## config.mk

```make
export PLATFORM = sky130hd
export DESIGN_NAME = flash_seq
export DESIGN_NICKNAME = d
export VERILOG_FILES = /design/src/flash_pkg.sv /design/src/flash_seq.sv
export SDC_FILE = /design/constraint.sdc
export NUM_CORES = 1
export LEC_CHECK = 0
export BUFFER_PORTS_ARGS = -buffer_cell sky130_fd_sc_hd__buf_2
export CAP_MARGIN = 25
export CORE_MARGIN = 2
export CORE_UTILIZATION = 50
export CTS_CLUSTER_DIAMETER = 60
export CTS_CLUSTER_SIZE = 40
export DETAILED_ROUTE_END_ITERATION = 10
export GPL_TIMING_DRIVEN = 0
export PLACE_DENSITY = 0.76
export SLEW_MARGIN = 20
export SYNTH_ARGS = -nofsm -noshare
export SYNTH_HDL_FRONTEND = slang
export SYNTH_SLANG_ARGS = --single-unit
```

## constraint.sdc

```tcl
create_clock -name clock -period 4.6 [get_ports clock]
set_input_delay 0 -clock clock [delete_from_list [all_inputs] [get_ports clock]]
set_output_delay 0 -clock clock [all_outputs]
set_load 0.05 [all_outputs]
```

## src/flash_pkg.sv

```systemverilog
package flash_pkg;
  // -------------------------------------------------------------------
  // configuration word layout
  // -------------------------------------------------------------------
  localparam logic [31:0] CFG_ERASED = 32'hFFFFFFFF;
  localparam int CFG_EN_BIT = 0;
  localparam int DLY_LSB    = 1;
  localparam int DLY_MSB    = 2;
  localparam int SA_LSB     = 4;
  localparam logic [3:0] SA_PAD = 4'h0;
  localparam logic [4:0] DLY_SEL0 = 5'h07;
  localparam logic [4:0] DLY_SEL1 = 5'h09;
  localparam logic [4:0] DLY_SEL2 = 5'h0B;
  localparam logic [4:0] DLY_SEL3 = 5'h0D;
  // -------------------------------------------------------------------
  // opcodes (plain defaults)
  // -------------------------------------------------------------------
  localparam logic [7:0] OP_LATCH_SET = 8'h06;
  localparam logic [7:0] OP_SECTOR    = 8'h20;
  localparam logic [7:0] OP_HALF      = 8'h52;
  localparam logic [7:0] OP_BLOCK     = 8'hD8;
  localparam logic [7:0] OP_RESET     = 8'h99;
  localparam logic [7:0] OP_CFG_PROG  = 8'h17;
  localparam logic [7:0] OP_CFG_ERASE = 8'h18;
  localparam logic [7:0] OP_CFG_READ  = 8'h16;
  localparam logic [7:0] OP_QREAD     = 8'hEB;
  // -------------------------------------------------------------------
  // bit counts and address masks
  // -------------------------------------------------------------------
  localparam logic [5:0] BITS_NONE = 6'h00;
  localparam logic [5:0] BITS_OP   = 6'h08;
  localparam logic [5:0] BITS_ADDR = 6'h18;
  localparam logic [5:0] BITS_WORD = 6'h20;
  localparam logic [5:0] BITS_MAX  = 6'h3C;
  localparam logic [5:0] STEP_ONE  = 6'h01;
  localparam logic [5:0] STEP_QUAD = 6'h04;
  localparam logic [23:0] SECTOR_MASK = 24'hFFF000;
  localparam logic [23:0] HALF_MASK   = 24'hFF8000;
  localparam logic [23:0] BLOCK_MASK  = 24'hFF0000;
  localparam logic [3:0] OE_SINGLE = 4'h2;
  localparam logic [3:0] OE_QUAD   = 4'hF;
  // -------------------------------------------------------------------
  // types
  // -------------------------------------------------------------------
  typedef enum logic [4:0] {
    ST_IDLE = 5'h01,
    ST_CMD  = 5'h02,
    ST_ARG  = 5'h04,
    ST_BOOT = 5'h08,
    ST_OUT  = 5'h10
  } state_t;
  typedef enum logic [1:0] {
    WIPE_SECTOR = 2'h0,
    WIPE_HALF   = 2'h1,
    WIPE_BLOCK  = 2'h2
  } wipe_t;
  typedef struct packed {
    wipe_t       kind;
    logic [23:0] addr;
  } wipe_req_t;
endpackage

```

## src/flash_seq.sv

```systemverilog
`timescale 1ns/1ps
// Summary of operation
// with boot enabled, a read stream starts after the reset command. Power-on reset erases the config; only the reset command arms boot.
// boot read waits the delay count, fetches from a 16-byte aligned start.
// boot data follows chip select fall; its rise returns to commands.
// host keeps chip select low for at least one whole boot byte.
// boot stream uses one line if quad_enable is 0, four if 1.
// boot_delay_select 00/01/10/11 gives 7/9/11/13 delay cycles.
// bits 31 to 4 hold the boot start in 16-byte units, erased ones.
// bit 0 of the boot config register enables boot when zero.
// boot config is kept, programmed, erased and read by own commands.
// host limits serial clock according to boot_delay_select.
// sector wipe needs the write latch; it sets a 4K sector to ones.
// sector wipe takes the sector from address bit 12 upward.
// erase is rejected unless chip select rises on the address end.
// host sends opcode then three address bytes inside one select.
// opcode takes 8 clocks single-line, 2 clocks in quad command mode.
// erase self-times after select rise; progress flag, then latch clears.
// erase skips a block guarded by level bits or lock bits.
// half block wipe erases 32K with the same checks.
// block wipe erases 64K with the same checks.
// quad enhance state ends when any indicator bit equals its partner.
// read dummy count follows dummy_count_select.
// erase with write latch clear is ignored entirely.
module flash_seq #(
  parameter int unsigned SECTOR_CYC = 2000,
  parameter int unsigned HALF_CYC   = 8000,
  parameter int unsigned BLOCK_CYC  = 16000,
  parameter int unsigned CFG_CYC    = 1000,
  parameter logic [3:0]  DUMMY0     = 4'h6,
  parameter logic [3:0]  DUMMY1     = 4'h4,
  parameter logic [3:0]  DUMMY2     = 4'h8,
  parameter logic [3:0]  DUMMY3     = 4'hA
) (
  // clock and reset
  input  wire logic                 clock,
  input  wire logic                 rst_b,
  // serial link
  input  wire logic                 cs_n,
  input  wire logic                 sclk,
  input  wire logic [3:0]           io_in,
  output logic      [3:0]           io_out_q,
  output logic      [3:0]           io_oe_q,
  // mode and protection settings
  input  wire logic                 quad_enable,
  input  wire logic                 quad_command_mode,
  input  wire logic                 protect_scheme_select,
  input  wire logic [3:0]           protect_level_bits,
  input  wire logic [255:0]         sector_lock_bits,
  input  wire logic [1:0]           dummy_count_select,
  // status
  output logic                      wip_q,
  output logic                      wel_q,
  output logic                      enhance_q,
  output logic      [3:0]           read_dummy_q,
  output logic      [31:0]          cfg_q,
  // array side
  output logic                      array_rd_q,
  output logic      [23:0]          array_addr_q,
  input  wire logic [7:0]           array_rdata,
  output logic                      wipe_start_q,
  output flash_pkg::wipe_req_t      wipe_req_q
);
  // -------------------------------------------------------------------
  // functions
  // -------------------------------------------------------------------
  function automatic logic [4:0] boot_delay(input logic [1:0] sel);
    unique case (sel)
      2'h0: boot_delay = flash_pkg::DLY_SEL0;
      2'h1: boot_delay = flash_pkg::DLY_SEL1;
      2'h2: boot_delay = flash_pkg::DLY_SEL2;
      2'h3: boot_delay = flash_pkg::DLY_SEL3;
    endcase
  endfunction

  function automatic logic guarded(input logic [23:0] a, input logic sch,
                                   input logic [3:0] bp,
                                   input logic [255:0] lock);
    logic [15:0] span;
    span = 16'h0001 << (bp - 4'h1);
    if (sch)
      guarded = lock[a[23:16]];
    else
      guarded = (bp != 4'h0) && ({8'h00, ~a[23:16]} < span);
  endfunction

  function automatic logic is_wipe(input logic [7:0] op);
    is_wipe = (op == flash_pkg::OP_SECTOR) || (op == flash_pkg::OP_HALF)
           || (op == flash_pkg::OP_BLOCK);
  endfunction

  // -------------------------------------------------------------------
  // pin synchronisers
  // -------------------------------------------------------------------
  logic [1:0] cs_s_q, sclk_s_q;
  logic [3:0] io_s1_q, io_s2_q;
  logic       cs_prev_q, sclk_prev_q;
  always_ff @(posedge clock or negedge rst_b) begin
    if (!rst_b) begin
      cs_s_q      <= 2'h3;
      sclk_s_q    <= 2'h0;
      io_s1_q     <= 4'h0;
      io_s2_q     <= 4'h0;
      cs_prev_q   <= 1'b1;
      sclk_prev_q <= 1'b0;
    end else begin
      cs_s_q      <= {cs_s_q[0], cs_n};
      sclk_s_q    <= {sclk_s_q[0], sclk};
      io_s1_q     <= io_in;
      io_s2_q     <= io_s1_q;
      cs_prev_q   <= cs_s_q[1];
      sclk_prev_q <= sclk_s_q[1];
    end
  end
  logic cs_fall, cs_rise, sclk_rise, sclk_fall;
  assign cs_fall   = cs_prev_q & ~cs_s_q[1];
  assign cs_rise   = ~cs_prev_q & cs_s_q[1];
  assign sclk_rise = ~sclk_prev_q & sclk_s_q[1];
  assign sclk_fall = sclk_prev_q & ~sclk_s_q[1];

  // -------------------------------------------------------------------
  // two-entry boot data buffer
  // -------------------------------------------------------------------
  logic [7:0] buf_q [2];
  logic [7:0] buf_d [2];
  logic       wp_q, wp_d, rp_q, rp_d, armed_q, rearm_q, pop;
  logic [1:0] fcnt_q, fcnt_d;
  logic [23:0] addr_d;
  logic        rd_d, in_valid, in_ready, out_valid;
  assign in_valid  = array_rd_q & ~rearm_q;
  assign in_ready  = fcnt_q != 2'h2;
  assign out_valid = fcnt_q != 2'h0;
  always_comb begin
    buf_d  = buf_q;
    wp_d   = wp_q;
    rp_d   = rp_q;
    fcnt_d = fcnt_q;
    addr_d = array_addr_q;
    // a pending read blocks the next, so a push never meets a full buffer
    rd_d   = armed_q & ~array_rd_q & in_ready & ~rearm_q;
    // step past the byte only once its read has been presented, so the
    // first fetch after a rearm uses the start address itself
    if (array_rd_q)
      addr_d = array_addr_q + 24'h000001;
    if (in_valid && in_ready) begin
      buf_d[wp_q] = array_rdata;
      wp_d        = ~wp_q;
    end
    if (pop && out_valid)
      rp_d = ~rp_q;
    fcnt_d = fcnt_q + {1'b0, in_valid & in_ready}
                    - {1'b0, pop & out_valid};
    if (rearm_q) begin
      wp_d   = 1'b0;
      rp_d   = 1'b0;
      fcnt_d = 2'h0;
      addr_d = 24'({cfg_q[31:flash_pkg::SA_LSB], flash_pkg::SA_PAD});
    end
  end
  always_ff @(posedge clock or negedge rst_b) begin
    if (!rst_b) begin
      buf_q[0]     <= 8'h00;
      buf_q[1]     <= 8'h00;
      wp_q         <= 1'b0;
      rp_q         <= 1'b0;
      fcnt_q       <= 2'h0;
      array_rd_q   <= 1'b0;
      array_addr_q <= 24'h000000;
    end else begin
      buf_q        <= buf_d;
      wp_q         <= wp_d;
      rp_q         <= rp_d;
      fcnt_q       <= fcnt_d;
      array_rd_q   <= rd_d;
      array_addr_q <= addr_d;
    end
  end
  logic [7:0] head;
  assign head = out_valid ? buf_q[rp_q] : 8'hFF;

  // -------------------------------------------------------------------
  // serial framing
  // -------------------------------------------------------------------
  flash_pkg::state_t st_q, st_d;
  logic [31:0] sh_q, sh_d, out_q, out_d;
  logic [5:0]  cnt_q, cnt_d, step;
  logic [7:0]  op_q, op_d;
  logic [3:0]  io_out_d, io_oe_d;
  logic        stream_q, stream_d, enh_d, wout;
  assign step = quad_command_mode ? flash_pkg::STEP_QUAD
                                  : flash_pkg::STEP_ONE;
  assign wout = stream_q ? quad_enable : quad_command_mode;
  always_comb begin
    st_d     = st_q;
    sh_d     = sh_q;
    cnt_d    = cnt_q;
    op_d     = op_q;
    out_d    = out_q;
    io_out_d = io_out_q;
    io_oe_d  = io_oe_q;
    stream_d = stream_q;
    enh_d    = enhance_q;
    pop      = 1'b0;
    unique case (st_q)
      flash_pkg::ST_IDLE: begin
        if (cs_fall) begin
          cnt_d = flash_pkg::BITS_NONE;
          st_d  = armed_q ? flash_pkg::ST_BOOT : flash_pkg::ST_CMD;
        end
      end
      flash_pkg::ST_CMD, flash_pkg::ST_ARG: begin
        if (sclk_rise) begin
          // upper lines are ignored in single-line mode
          sh_d = quad_command_mode ? {sh_q[27:0], io_s2_q}
                                   : {sh_q[30:0], io_s2_q[0]};
          if (cnt_q < flash_pkg::BITS_MAX)
            cnt_d = cnt_q + step;
          if (st_q == flash_pkg::ST_CMD && cnt_d == flash_pkg::BITS_OP) begin
            op_d  = sh_d[7:0];
            cnt_d = flash_pkg::BITS_NONE;
            st_d  = flash_pkg::ST_ARG;
            if (sh_d[7:0] == flash_pkg::OP_CFG_READ) begin
              st_d     = flash_pkg::ST_OUT;
              out_d    = cfg_q;
              stream_d = 1'b0;
            end
          end
          if (st_q == flash_pkg::ST_ARG && op_q == flash_pkg::OP_QREAD
              && cnt_d == flash_pkg::BITS_WORD)
            enh_d = quad_command_mode & (&(sh_d[7:4] ^ sh_d[3:0]));
        end
      end
      flash_pkg::ST_BOOT: begin
        if (sclk_rise) begin
          cnt_d = cnt_q + flash_pkg::STEP_ONE;
          if (cnt_d[4:0] ==
              boot_delay(cfg_q[flash_pkg::DLY_MSB:flash_pkg::DLY_LSB])) begin
            st_d     = flash_pkg::ST_OUT;
            out_d    = {head, 24'h000000};
            pop      = 1'b1;
            stream_d = 1'b1;
            cnt_d    = flash_pkg::BITS_NONE;
          end
        end
      end
      flash_pkg::ST_OUT: begin
        if (sclk_fall) begin
          io_oe_d  = wout ? flash_pkg::OE_QUAD : flash_pkg::OE_SINGLE;
          io_out_d = wout ? out_q[31:28] : {2'h0, out_q[31], 1'b0};
          out_d    = wout ? {out_q[27:0], 4'h0} : {out_q[30:0], 1'b0};
          cnt_d    = cnt_q + (wout ? flash_pkg::STEP_QUAD
                                   : flash_pkg::STEP_ONE);
          if (stream_q && cnt_d == flash_pkg::BITS_OP) begin
            out_d = {head, 24'h000000};
            pop   = 1'b1;
            cnt_d = flash_pkg::BITS_NONE;
          end
        end
      end
      default: st_d = flash_pkg::ST_IDLE;
    endcase
    if (cs_rise) begin
      st_d     = flash_pkg::ST_IDLE;
      io_oe_d  = 4'h0;
      stream_d = 1'b0;
    end
  end
  always_ff @(posedge clock or negedge rst_b) begin
    if (!rst_b) begin
      st_q      <= flash_pkg::ST_IDLE;
      sh_q      <= 32'h00000000;
      cnt_q     <= 6'h00;
      op_q      <= 8'h00;
      out_q     <= 32'h00000000;
      io_out_q  <= 4'h0;
      io_oe_q   <= 4'h0;
      stream_q  <= 1'b0;
      enhance_q <= 1'b0;
    end else begin
      st_q      <= st_d;
      sh_q      <= sh_d;
      cnt_q     <= cnt_d;
      op_q      <= op_d;
      out_q     <= out_d;
      io_out_q  <= io_out_d;
      io_oe_q   <= io_oe_d;
      stream_q  <= stream_d;
      enhance_q <= enh_d;
    end
  end

  // -------------------------------------------------------------------
  // command execution and self-timed cycles
  // -------------------------------------------------------------------
  logic [31:0] cfg_d;
  logic [23:0] tmr_q, tmr_d, wa;
  logic        wip_d, wel_d, armed_d, rearm_d, go_d, exec, ok;
  flash_pkg::wipe_req_t req_d;
  logic [3:0]  dummy_d;
  assign exec = cs_rise && st_q == flash_pkg::ST_ARG;
  assign ok   = exec && wel_q && !wip_q;
  always_comb begin
    cfg_d   = cfg_q;
    tmr_d   = tmr_q;
    wip_d   = wip_q;
    wel_d   = wel_q;
    armed_d = armed_q;
    rearm_d = 1'b0;
    go_d    = 1'b0;
    req_d   = wipe_req_q;
    wa      = sh_q[23:0];
    unique case (dummy_count_select)
      2'h0: dummy_d = DUMMY0;
      2'h1: dummy_d = DUMMY1;
      2'h2: dummy_d = DUMMY2;
      2'h3: dummy_d = DUMMY3;
    endcase
    if (rearm_q)
      armed_d = ~cfg_q[flash_pkg::CFG_EN_BIT];
    if (cs_rise && armed_q)
      armed_d = 1'b0;
    if (wip_q) begin
      tmr_d = tmr_q - 24'h000001;
      if (tmr_q == 24'h000001) begin
        wip_d = 1'b0;
        wel_d = 1'b0;
      end
    end
    if (exec && !wip_q && cnt_q == flash_pkg::BITS_NONE) begin
      if (op_q == flash_pkg::OP_LATCH_SET)
        wel_d = 1'b1;
      if (op_q == flash_pkg::OP_RESET)
        rearm_d = 1'b1;
    end
    if (ok && op_q == flash_pkg::OP_CFG_ERASE
        && cnt_q == flash_pkg::BITS_NONE) begin
      cfg_d = flash_pkg::CFG_ERASED;
      wip_d = 1'b1;
      tmr_d = 24'(CFG_CYC);
    end
    if (ok && op_q == flash_pkg::OP_CFG_PROG
        && cnt_q == flash_pkg::BITS_WORD) begin
      cfg_d = cfg_q & sh_q;
      wip_d = 1'b1;
      tmr_d = 24'(CFG_CYC);
    end
    // any other bit count means select rose off the end of the third address byte
    if (ok && is_wipe(op_q) && cnt_q == flash_pkg::BITS_ADDR) begin
      if (op_q == flash_pkg::OP_SECTOR) begin
        wa         = wa & flash_pkg::SECTOR_MASK;
        req_d.kind = flash_pkg::WIPE_SECTOR;
        tmr_d      = 24'(SECTOR_CYC);
      end else if (op_q == flash_pkg::OP_HALF) begin
        wa         = wa & flash_pkg::HALF_MASK;
        req_d.kind = flash_pkg::WIPE_HALF;
        tmr_d      = 24'(HALF_CYC);
      end else begin
        wa         = wa & flash_pkg::BLOCK_MASK;
        req_d.kind = flash_pkg::WIPE_BLOCK;
        tmr_d      = 24'(BLOCK_CYC);
      end
      req_d.addr = wa;
      if (!guarded(wa, protect_scheme_select, protect_level_bits,
                   sector_lock_bits)) begin
        go_d  = 1'b1;
        wip_d = 1'b1;
      end else begin
        tmr_d = tmr_q;
      end
    end
  end
  // config survives the reset command; only power-on reset and the erase command return it to erased
  always_ff @(posedge clock or negedge rst_b) begin
    if (!rst_b) begin
      cfg_q        <= flash_pkg::CFG_ERASED;
      tmr_q        <= 24'h000000;
      wip_q        <= 1'b0;
      wel_q        <= 1'b0;
      armed_q      <= 1'b0;
      rearm_q      <= 1'b1;
      wipe_start_q <= 1'b0;
      wipe_req_q   <= '0;
      read_dummy_q <= 4'h0;
    end else begin
      cfg_q        <= cfg_d;
      tmr_q        <= tmr_d;
      wip_q        <= wip_d;
      wel_q        <= wel_d;
      armed_q      <= armed_d;
      rearm_q      <= rearm_d;
      wipe_start_q <= go_d;
      wipe_req_q   <= req_d;
      read_dummy_q <= dummy_d;
    end
  end
endmodule

```

# Yosys cells after proc, flatten, opt, wreduce, memory -nomap -nowiden
# Index checks and enable logic that the tools add are counted.
# totals
in_bits	281
output_inout_bits	99
ff_bits	243
word_cells	270
# classes
n_shift	1
n_reduce_logical	51
n_lt_le_gt_ge	6
mux	104
bitwise	25
addsub	8
eq_ne	43
# op_table
operator	n
$mux 32	11
$mux 24	8
$pmux 32 s3	1
$mux 6	12
$mux 5	9
$mux 8	5
$pmux 5 s4	2
$mux 1	34
$and 32x32->32	1
$mux 16	2
$mux 14	2
$add 24x1->24 const B	1
$eq 24x1->1 const B	1
$eq 8x5->1 const B	3
$eq 8x8->1 const B	3
$mux 4	6
$pmux 6 s4	1
$sub 24x1->24 const B	1
$logic_and 1x1->1	20
$ne 2x2->1 const B	10
$ne 3x3->1 const B	6
$bwmux 16	1
$lt 8x16->1	1
$pmux 4 s4	1
48 further kinds	96

# Depth between registers and ports, before layout
# depth
word_depth	15
depth_mapped	17
depth_no_buf	14

# Worst setup path after synthesis
# Ideal clock, no wire load.
# synth_timing
path_type	flip-flop to flip-flop
from	reg cfg_q[1]
to	reg fcnt_q[0]
path_stages_with_launch	12
required_ns	4.471
setup_time_ns	0.129
n_path_buf	0
arrival_time_ns	3.099
period_less_slack_ns	3.228
slack_ns	1.372
path_cell_list	dfstp_2 inv_1 ha_1 or4b_2 a21oi_1 nand2_1 or3_1 a21oi_1 ha_1 inv_1 ha_1 nor2b_1
# synth_between
elab_chain_cells	11
elab_cells_between_ends	14
cone_classes	1 x add/sub; 4 x eq/ne; 7 x mux; 1 x bitwise; 1 x reduce/logical
# synth_lines
item	line_no	source
start: declaration	flash_seq.sv:56	output logic [31:0] cfg_q,
start signal: assignment	flash_seq.sv:375	cfg_q <= flash_pkg::CFG_ERASED;
start signal: assignment	flash_seq.sv:385	cfg_q <= cfg_d;
$eq 2x2->1 (tied with other cells)	flash_seq.sv:68	unique case (sel)
$pmux 5 s4 (*)	flash_seq.sv:68	
$mux 5 (*)	flash_seq.sv:234	if (sclk_rise) begin
$mux 5 (*)	flash_seq.sv:204	unique case (st_q)
$eq 5x5->1 (*)	flash_seq.sv:236	if (cnt_d[4:0] ==
$mux 1 (*)	flash_seq.sv:236	
$mux 1 (*)	flash_seq.sv:234	
$pmux 1 s2 (*)	flash_seq.sv:204	
$and 1x1->1 (*)	flash_seq.sv:152	- {1'b0, pop & out_valid};
$sub 2x1->2 (*)	flash_seq.sv:152	
$mux 2 (*)	flash_seq.sv:153	if (rearm_q) begin
net fcnt_d[0]	flash_seq.sv:127	logic [1:0] fcnt_q, fcnt_d;
end signal: assignment	flash_seq.sv:173	fcnt_q <= fcnt_d;
end: declaration	flash_seq.sv:127	
# Mark *: on every way through the listed nets, which the timed path passes. The rest lies on a longest branch. The select of a mux whose other input is x is not followed.
# A chain may end at the register's enable or synchronous reset.

# Worst setup path in the final report
# layout_timing
from	reg stream_q
to	reg out_q[15]
# layout_between
elab_chain_cells	8
elab_cells_between_ends	9
cone_classes	1 x add/sub; 1 x eq/ne; 6 x mux; 1 x reduce/logical
# layout_lines
item	line_no	source
start: declaration	flash_seq.sv:189	logic stream_q, stream_d, enh_d, wout;
start signal: assignment	flash_seq.sv:287	stream_q <= stream_d;
$mux 1	flash_seq.sv:192	assign wout = stream_q ? quad_enable : quad_command_mode;
$mux 3	flash_seq.sv:251	cnt_d = cnt_q + (wout ? flash_pkg::STEP_QUAD
$add 6x3->6	flash_seq.sv:251	
$eq 6x4->1	flash_seq.sv:253	if (stream_q && cnt_d == flash_pkg::BITS_OP) begin
$logic_and 1x1->1	flash_seq.sv:253	
$mux 32 (*)	flash_seq.sv:253	
$mux 32 (*)	flash_seq.sv:247	if (sclk_fall) begin
$pmux 32 s3 (*)	flash_seq.sv:204	
end signal: assignment	flash_seq.sv:284	out_q <= out_d;
end: declaration	flash_seq.sv:185	logic [31:0] sh_q, sh_d, out_q, out_d;
# Every way passes the cells marked *; elsewhere a longest branch is shown, timed or not. The select of a mux whose other input is x is not followed.

==> impl_metrics.csv <==
group,metric,value,unit
sta,finalSetupTns,0,ps
final_layout,design_area,17470,µm²
synth,async_reset_ff_frac,1.000,
synth,ys_seq_area_frac,0.4064,
clock_network,clkTransAtPathRegs,80,ps
sta,finClkSkew,17.01,ps
drt,vias,13920,
sta,setup_violations,0,
sta,slew_headroom,0.4408,
sta,clock.fmax,0.2270,GHz
power_and_ir_drop,power_density,430.8,nW/µm²
floorplanning,core_area,27860,µm²
sta,min_period,4406,ps
worst_setup_path,arrival,4790,ps
clock_network,insertion_delay,520,ps
sta,rsz0062_at_grt,"false",
grt,grt_pass1_vias,13080,
final_layout,finalNonFillerCells,2350,
drt,totalWireLength,49860,µm
placed_design,portBuffers,366,
clock_network,cts_buffer_depth,3,
drt,drc,0,
grt,grt_util_all_layers,0.3276,
worst_setup_path,path_cells,"nand2_1 -> o21a_1 -> clkbuf_1 -> clkbuf_1 -> ha_1 -> ha_1 -> nor4b_1 -> nand2_1 -> o21ai_0 -> clkbuf_1 -> clkbuf_1 -> a21oi_1 -> a21oi_1 -> a21oi_1",
placed_design,place_hpwl,38730,µm
final_layout,fin_nets,2268,
power_and_ir_drop,leakage,8.381,nW
worst_setup_path,r2r_end,"out_q[15]",
drt,routed_via_density,5.925,
min_path,worst_hold_path_type,"in2reg",
worst_setup_path,critical_path.endpoint_type,"flop",
grt,grt_max_degree,105,
placed_design,routabilityCongestion,1.005,
placed_design,dp.cells,2292,
clock_network,cts_tree,"yes",
drt,drt_iter0_drc,1248,
floorplanning,dieWidth,172.2,µm
grt,grt_pass1_wl,73570,µm
min_path,hold-path-cell-count,5,
synth,synth_edf_count,0,
synth,yosysWarnings,0,
synth,synthFlopType,"dfrtp_1",
sta,finalHoldViolations,0,
synth,ys_ff_latch,228,
job,maxCapViolations,0,
worst_setup_path,slowest_delay,570,ps
clock_network,postCtsSetupRepairBufs,0,
worst_setup_path,cpMostUsedCell,"clkbuf_1",
clock_network,postCtsHoldBufs,21,
sta,drv_slew,0,
min_path,min_from,"protect_scheme_select",
floorplanning,io_pins,380,
synth,yosysUniqueCellTypes,81,
final_layout,seqCellArea,5752,µm²
drt,ant_nets,0,
clock_network,cts_resized,0,
sta,tightestPinTransition,835.7,ps
final_layout,syn_to_final_growth,23.44,%
min_path,whs_endpoint,"tmr_q[11]",
clock_network,clock_sinks,228,
worst_setup_path,r2r-start,"stream_q",
grt,grt_overflow_total,0,
power_and_ir_drop,peakVddDrop,0.0003042,V
worst_setup_path,required,4990,ps
clock_network,cts_made_buffers,19,
sta,holdWs,18.78,ps
floorplanning,die_h,172.2,µm
placed_design,placed_area,16570,µm²
synth,synthCells,1534,
worst_setup_path,worstSetupStartpointType,"flop",
outcome,status,"completed",
floorplanning,dieArea,29670,µm²
worst_setup_path,reg2reg_slack,190,ps
floorplanning,fp-row-count,61,
drt,wl_per_cell,21.22,µm
synth,syn_area,14150,µm²
synth,syn_area_per_cell,9.227,µm²
grt,antenna_found_initial,4,
worst_setup_path,path_class,"reg2reg",
floorplanning,initial_utilization,0.5081,
worst_setup_path,cp_slowest_cell,"clkbuf_1",
clock_network,cts_root_buffer,"clkbuf_16",
final_layout,drive_gt1_frac,0.2807,
worst_setup_path,reg2reg_depth,14,
clock_network,htreeDepth,1,
sta,period_share,0.9578,
final_layout,n_fill_cell,2369,
drt,firstDrtPassIters,9,
final_layout,multi_input_area,7659,µm²
worst_setup_path,path_max_fanout,10,
## sequential cells by signal, indices dropped and copies added (netlist names), 5 cells and up
register	flops
sh_q	32
st_q	5
cfg_q	32
cnt_q	6
out_q	32
op_q	8
array_addr_q	24
wipe_req_q	14
buf_q	16
tmr_q	24
## report_power, final
group	total, mW	switching, mW	internal, mW
clock network	1.77	0.840	0.925
registers	2.65	0.333	2.32
logic	3.11	1.81	1.30
total	7.53	2.98	4.54
## per-layer routing
| metal | vias to the layer above | part of all wire | global-route usage |
|---|---|---|---|
| met5 | - | 0.0048 | 0.05739 |
| met4 | 8 | 0.051 | 0.1516 |
| met3 | 147 | 0.093 | 0.08331 |
| met2 | 725 | 0.47 | 0.5268 |
| met1 | 6695 | 0.38 | 0.4116 |
| li1 | 6349 | - | - |
## synth_stat cells (6+ instances only)
library cell / n / area share
nand4_1: 23 / 0.010
buf_1: 7 / 0.0019
nor4_1: 16 / 0.0071
dfrtp_1: 191 / 0.34
buf_2: 11 / 0.0039
a31oi_1: 13 / 0.0057
or3_1: 11 / 0.0049
mux2i_1: 94 / 0.066
inv_1: 37 / 0.0098
nand2b_1: 10 / 0.0044
and2_1: 7 / 0.0031
nand3b_1: 6 / 0.0032
dfstp_2: 37 / 0.069
ha_1: 30 / 0.027
a22oi_1: 20 / 0.011
mux4_1: 6 / 0.011
nor2_1: 105 / 0.028
and3_1: 11 / 0.0049
nor2b_1: 19 / 0.0084
nor3_1: 22 / 0.0078
buf_4: 18 / 0.0095
xnor2_1: 16 / 0.0099
o21ai_0: 126 / 0.045
a21oi_1: 137 / 0.048
clkbuf_1: 62 / 0.016
nand2_1: 255 / 0.068
a211oi_1: 12 / 0.0064
buf_6: 9 / 0.0072
mux2_2: 19 / 0.015
xor2_1: 24 / 0.015
mux4_2: 34 / 0.054
nand3_1: 37 / 0.013
## logic make-up (layout without fill, tap and decap cells)
kind of cell               Yosys count  in the layout  share of synthesized area
and+or+nand+nor                    558            558                     0.1839
AOI/OAI and AO/OA                  374            374                     0.1557
DFF                                228            228                     0.4064
muxes                              153            153                     0.1468
buffers and inverters              150            574                    0.05569
xor gates and xnor gates            40             40                    0.02475
adders and majority gates           30             30                    0.02652
other                                1             15                  0.0002650
## through the flow
step / utilization / power [mW] / setup WS (ps)
finish: 0.6271 / 7.525 / 194.0
global route: 0.6271 / 7.904 / 23.58
CTS: 0.6268 / 7.484 / 394.2
detailed placement: 0.5947 / 5.697 / 202.5
global placement: 0.5924 / 5.627 / -350.4
floorplan: - / 4.700 / 1372
## placed cells by master (no fill, tap or decap), types with 11 or more instances in the layout
| cell | n |
|---|---|
| clkbuf_16 | 19 |
| dlygate4sd3_1 | 20 |
| nor2b_1 | 19 |
| o21ai_0 | 126 |
| xnor2_1 | 16 |
| or3_1 | 11 |
| mux4_2 | 34 |
| nor3_1 | 22 |
| xor2_1 | 24 |
| buf_4 | 18 |
| conb_1 | 13 |
| clkbuf_1 | 62 |
| dfrtp_1 | 191 |
| a21oi_1 | 137 |
| nand4_1 | 23 |
| nand3_1 | 37 |
| a22oi_1 | 20 |
| inv_1 | 37 |
| dfstp_2 | 37 |
| nor2_1 | 105 |
| nor4_1 | 16 |
| a211oi_1 | 12 |
| a31oi_1 | 13 |
| mux2_2 | 19 |
| mux2i_1 | 94 |
| nand2_1 | 255 |
| buf_2 | 376 |
| and3_1 | 11 |
| ha_1 | 30 |
## worst max path at each step
stage,from,endpoint,cells past startpoint
2_1_floorplan,cfg_q[1],fcnt_q[0],11
3_3_place_gp,rst_b,sh_q[17],1
3_5_place_dp,quad_command_mode,out_q[15],17
4_1_cts,stream_q,out_q[15],14
5_1_grt,stream_q,out_q[9],14
6_report,stream_q,out_q[15],14
## critical path: cells and delay by family (launching register included)
family	cells	cell delay, ps
simple gates	3	590
flops	1	420
fa+ha+maj	2	560
buf+inv	4	1800
compound gates	5	890
## cell type report
type | count | area share
diodes | 2 | 0.0002865
repair buffers | 390 | 0.1215
clock buffers | 20 | 0.02800
well taps | 378 | 0.02707
flip-flops and latches | 228 | 0.3292
clock inverters | 14 | 0.01046
multi-input cells | 1168 | 0.4384
plain buffers | 112 | 0.03695
inverters | 38 | 0.008164
Note: power is estimated with default switching activity, not from simulation.
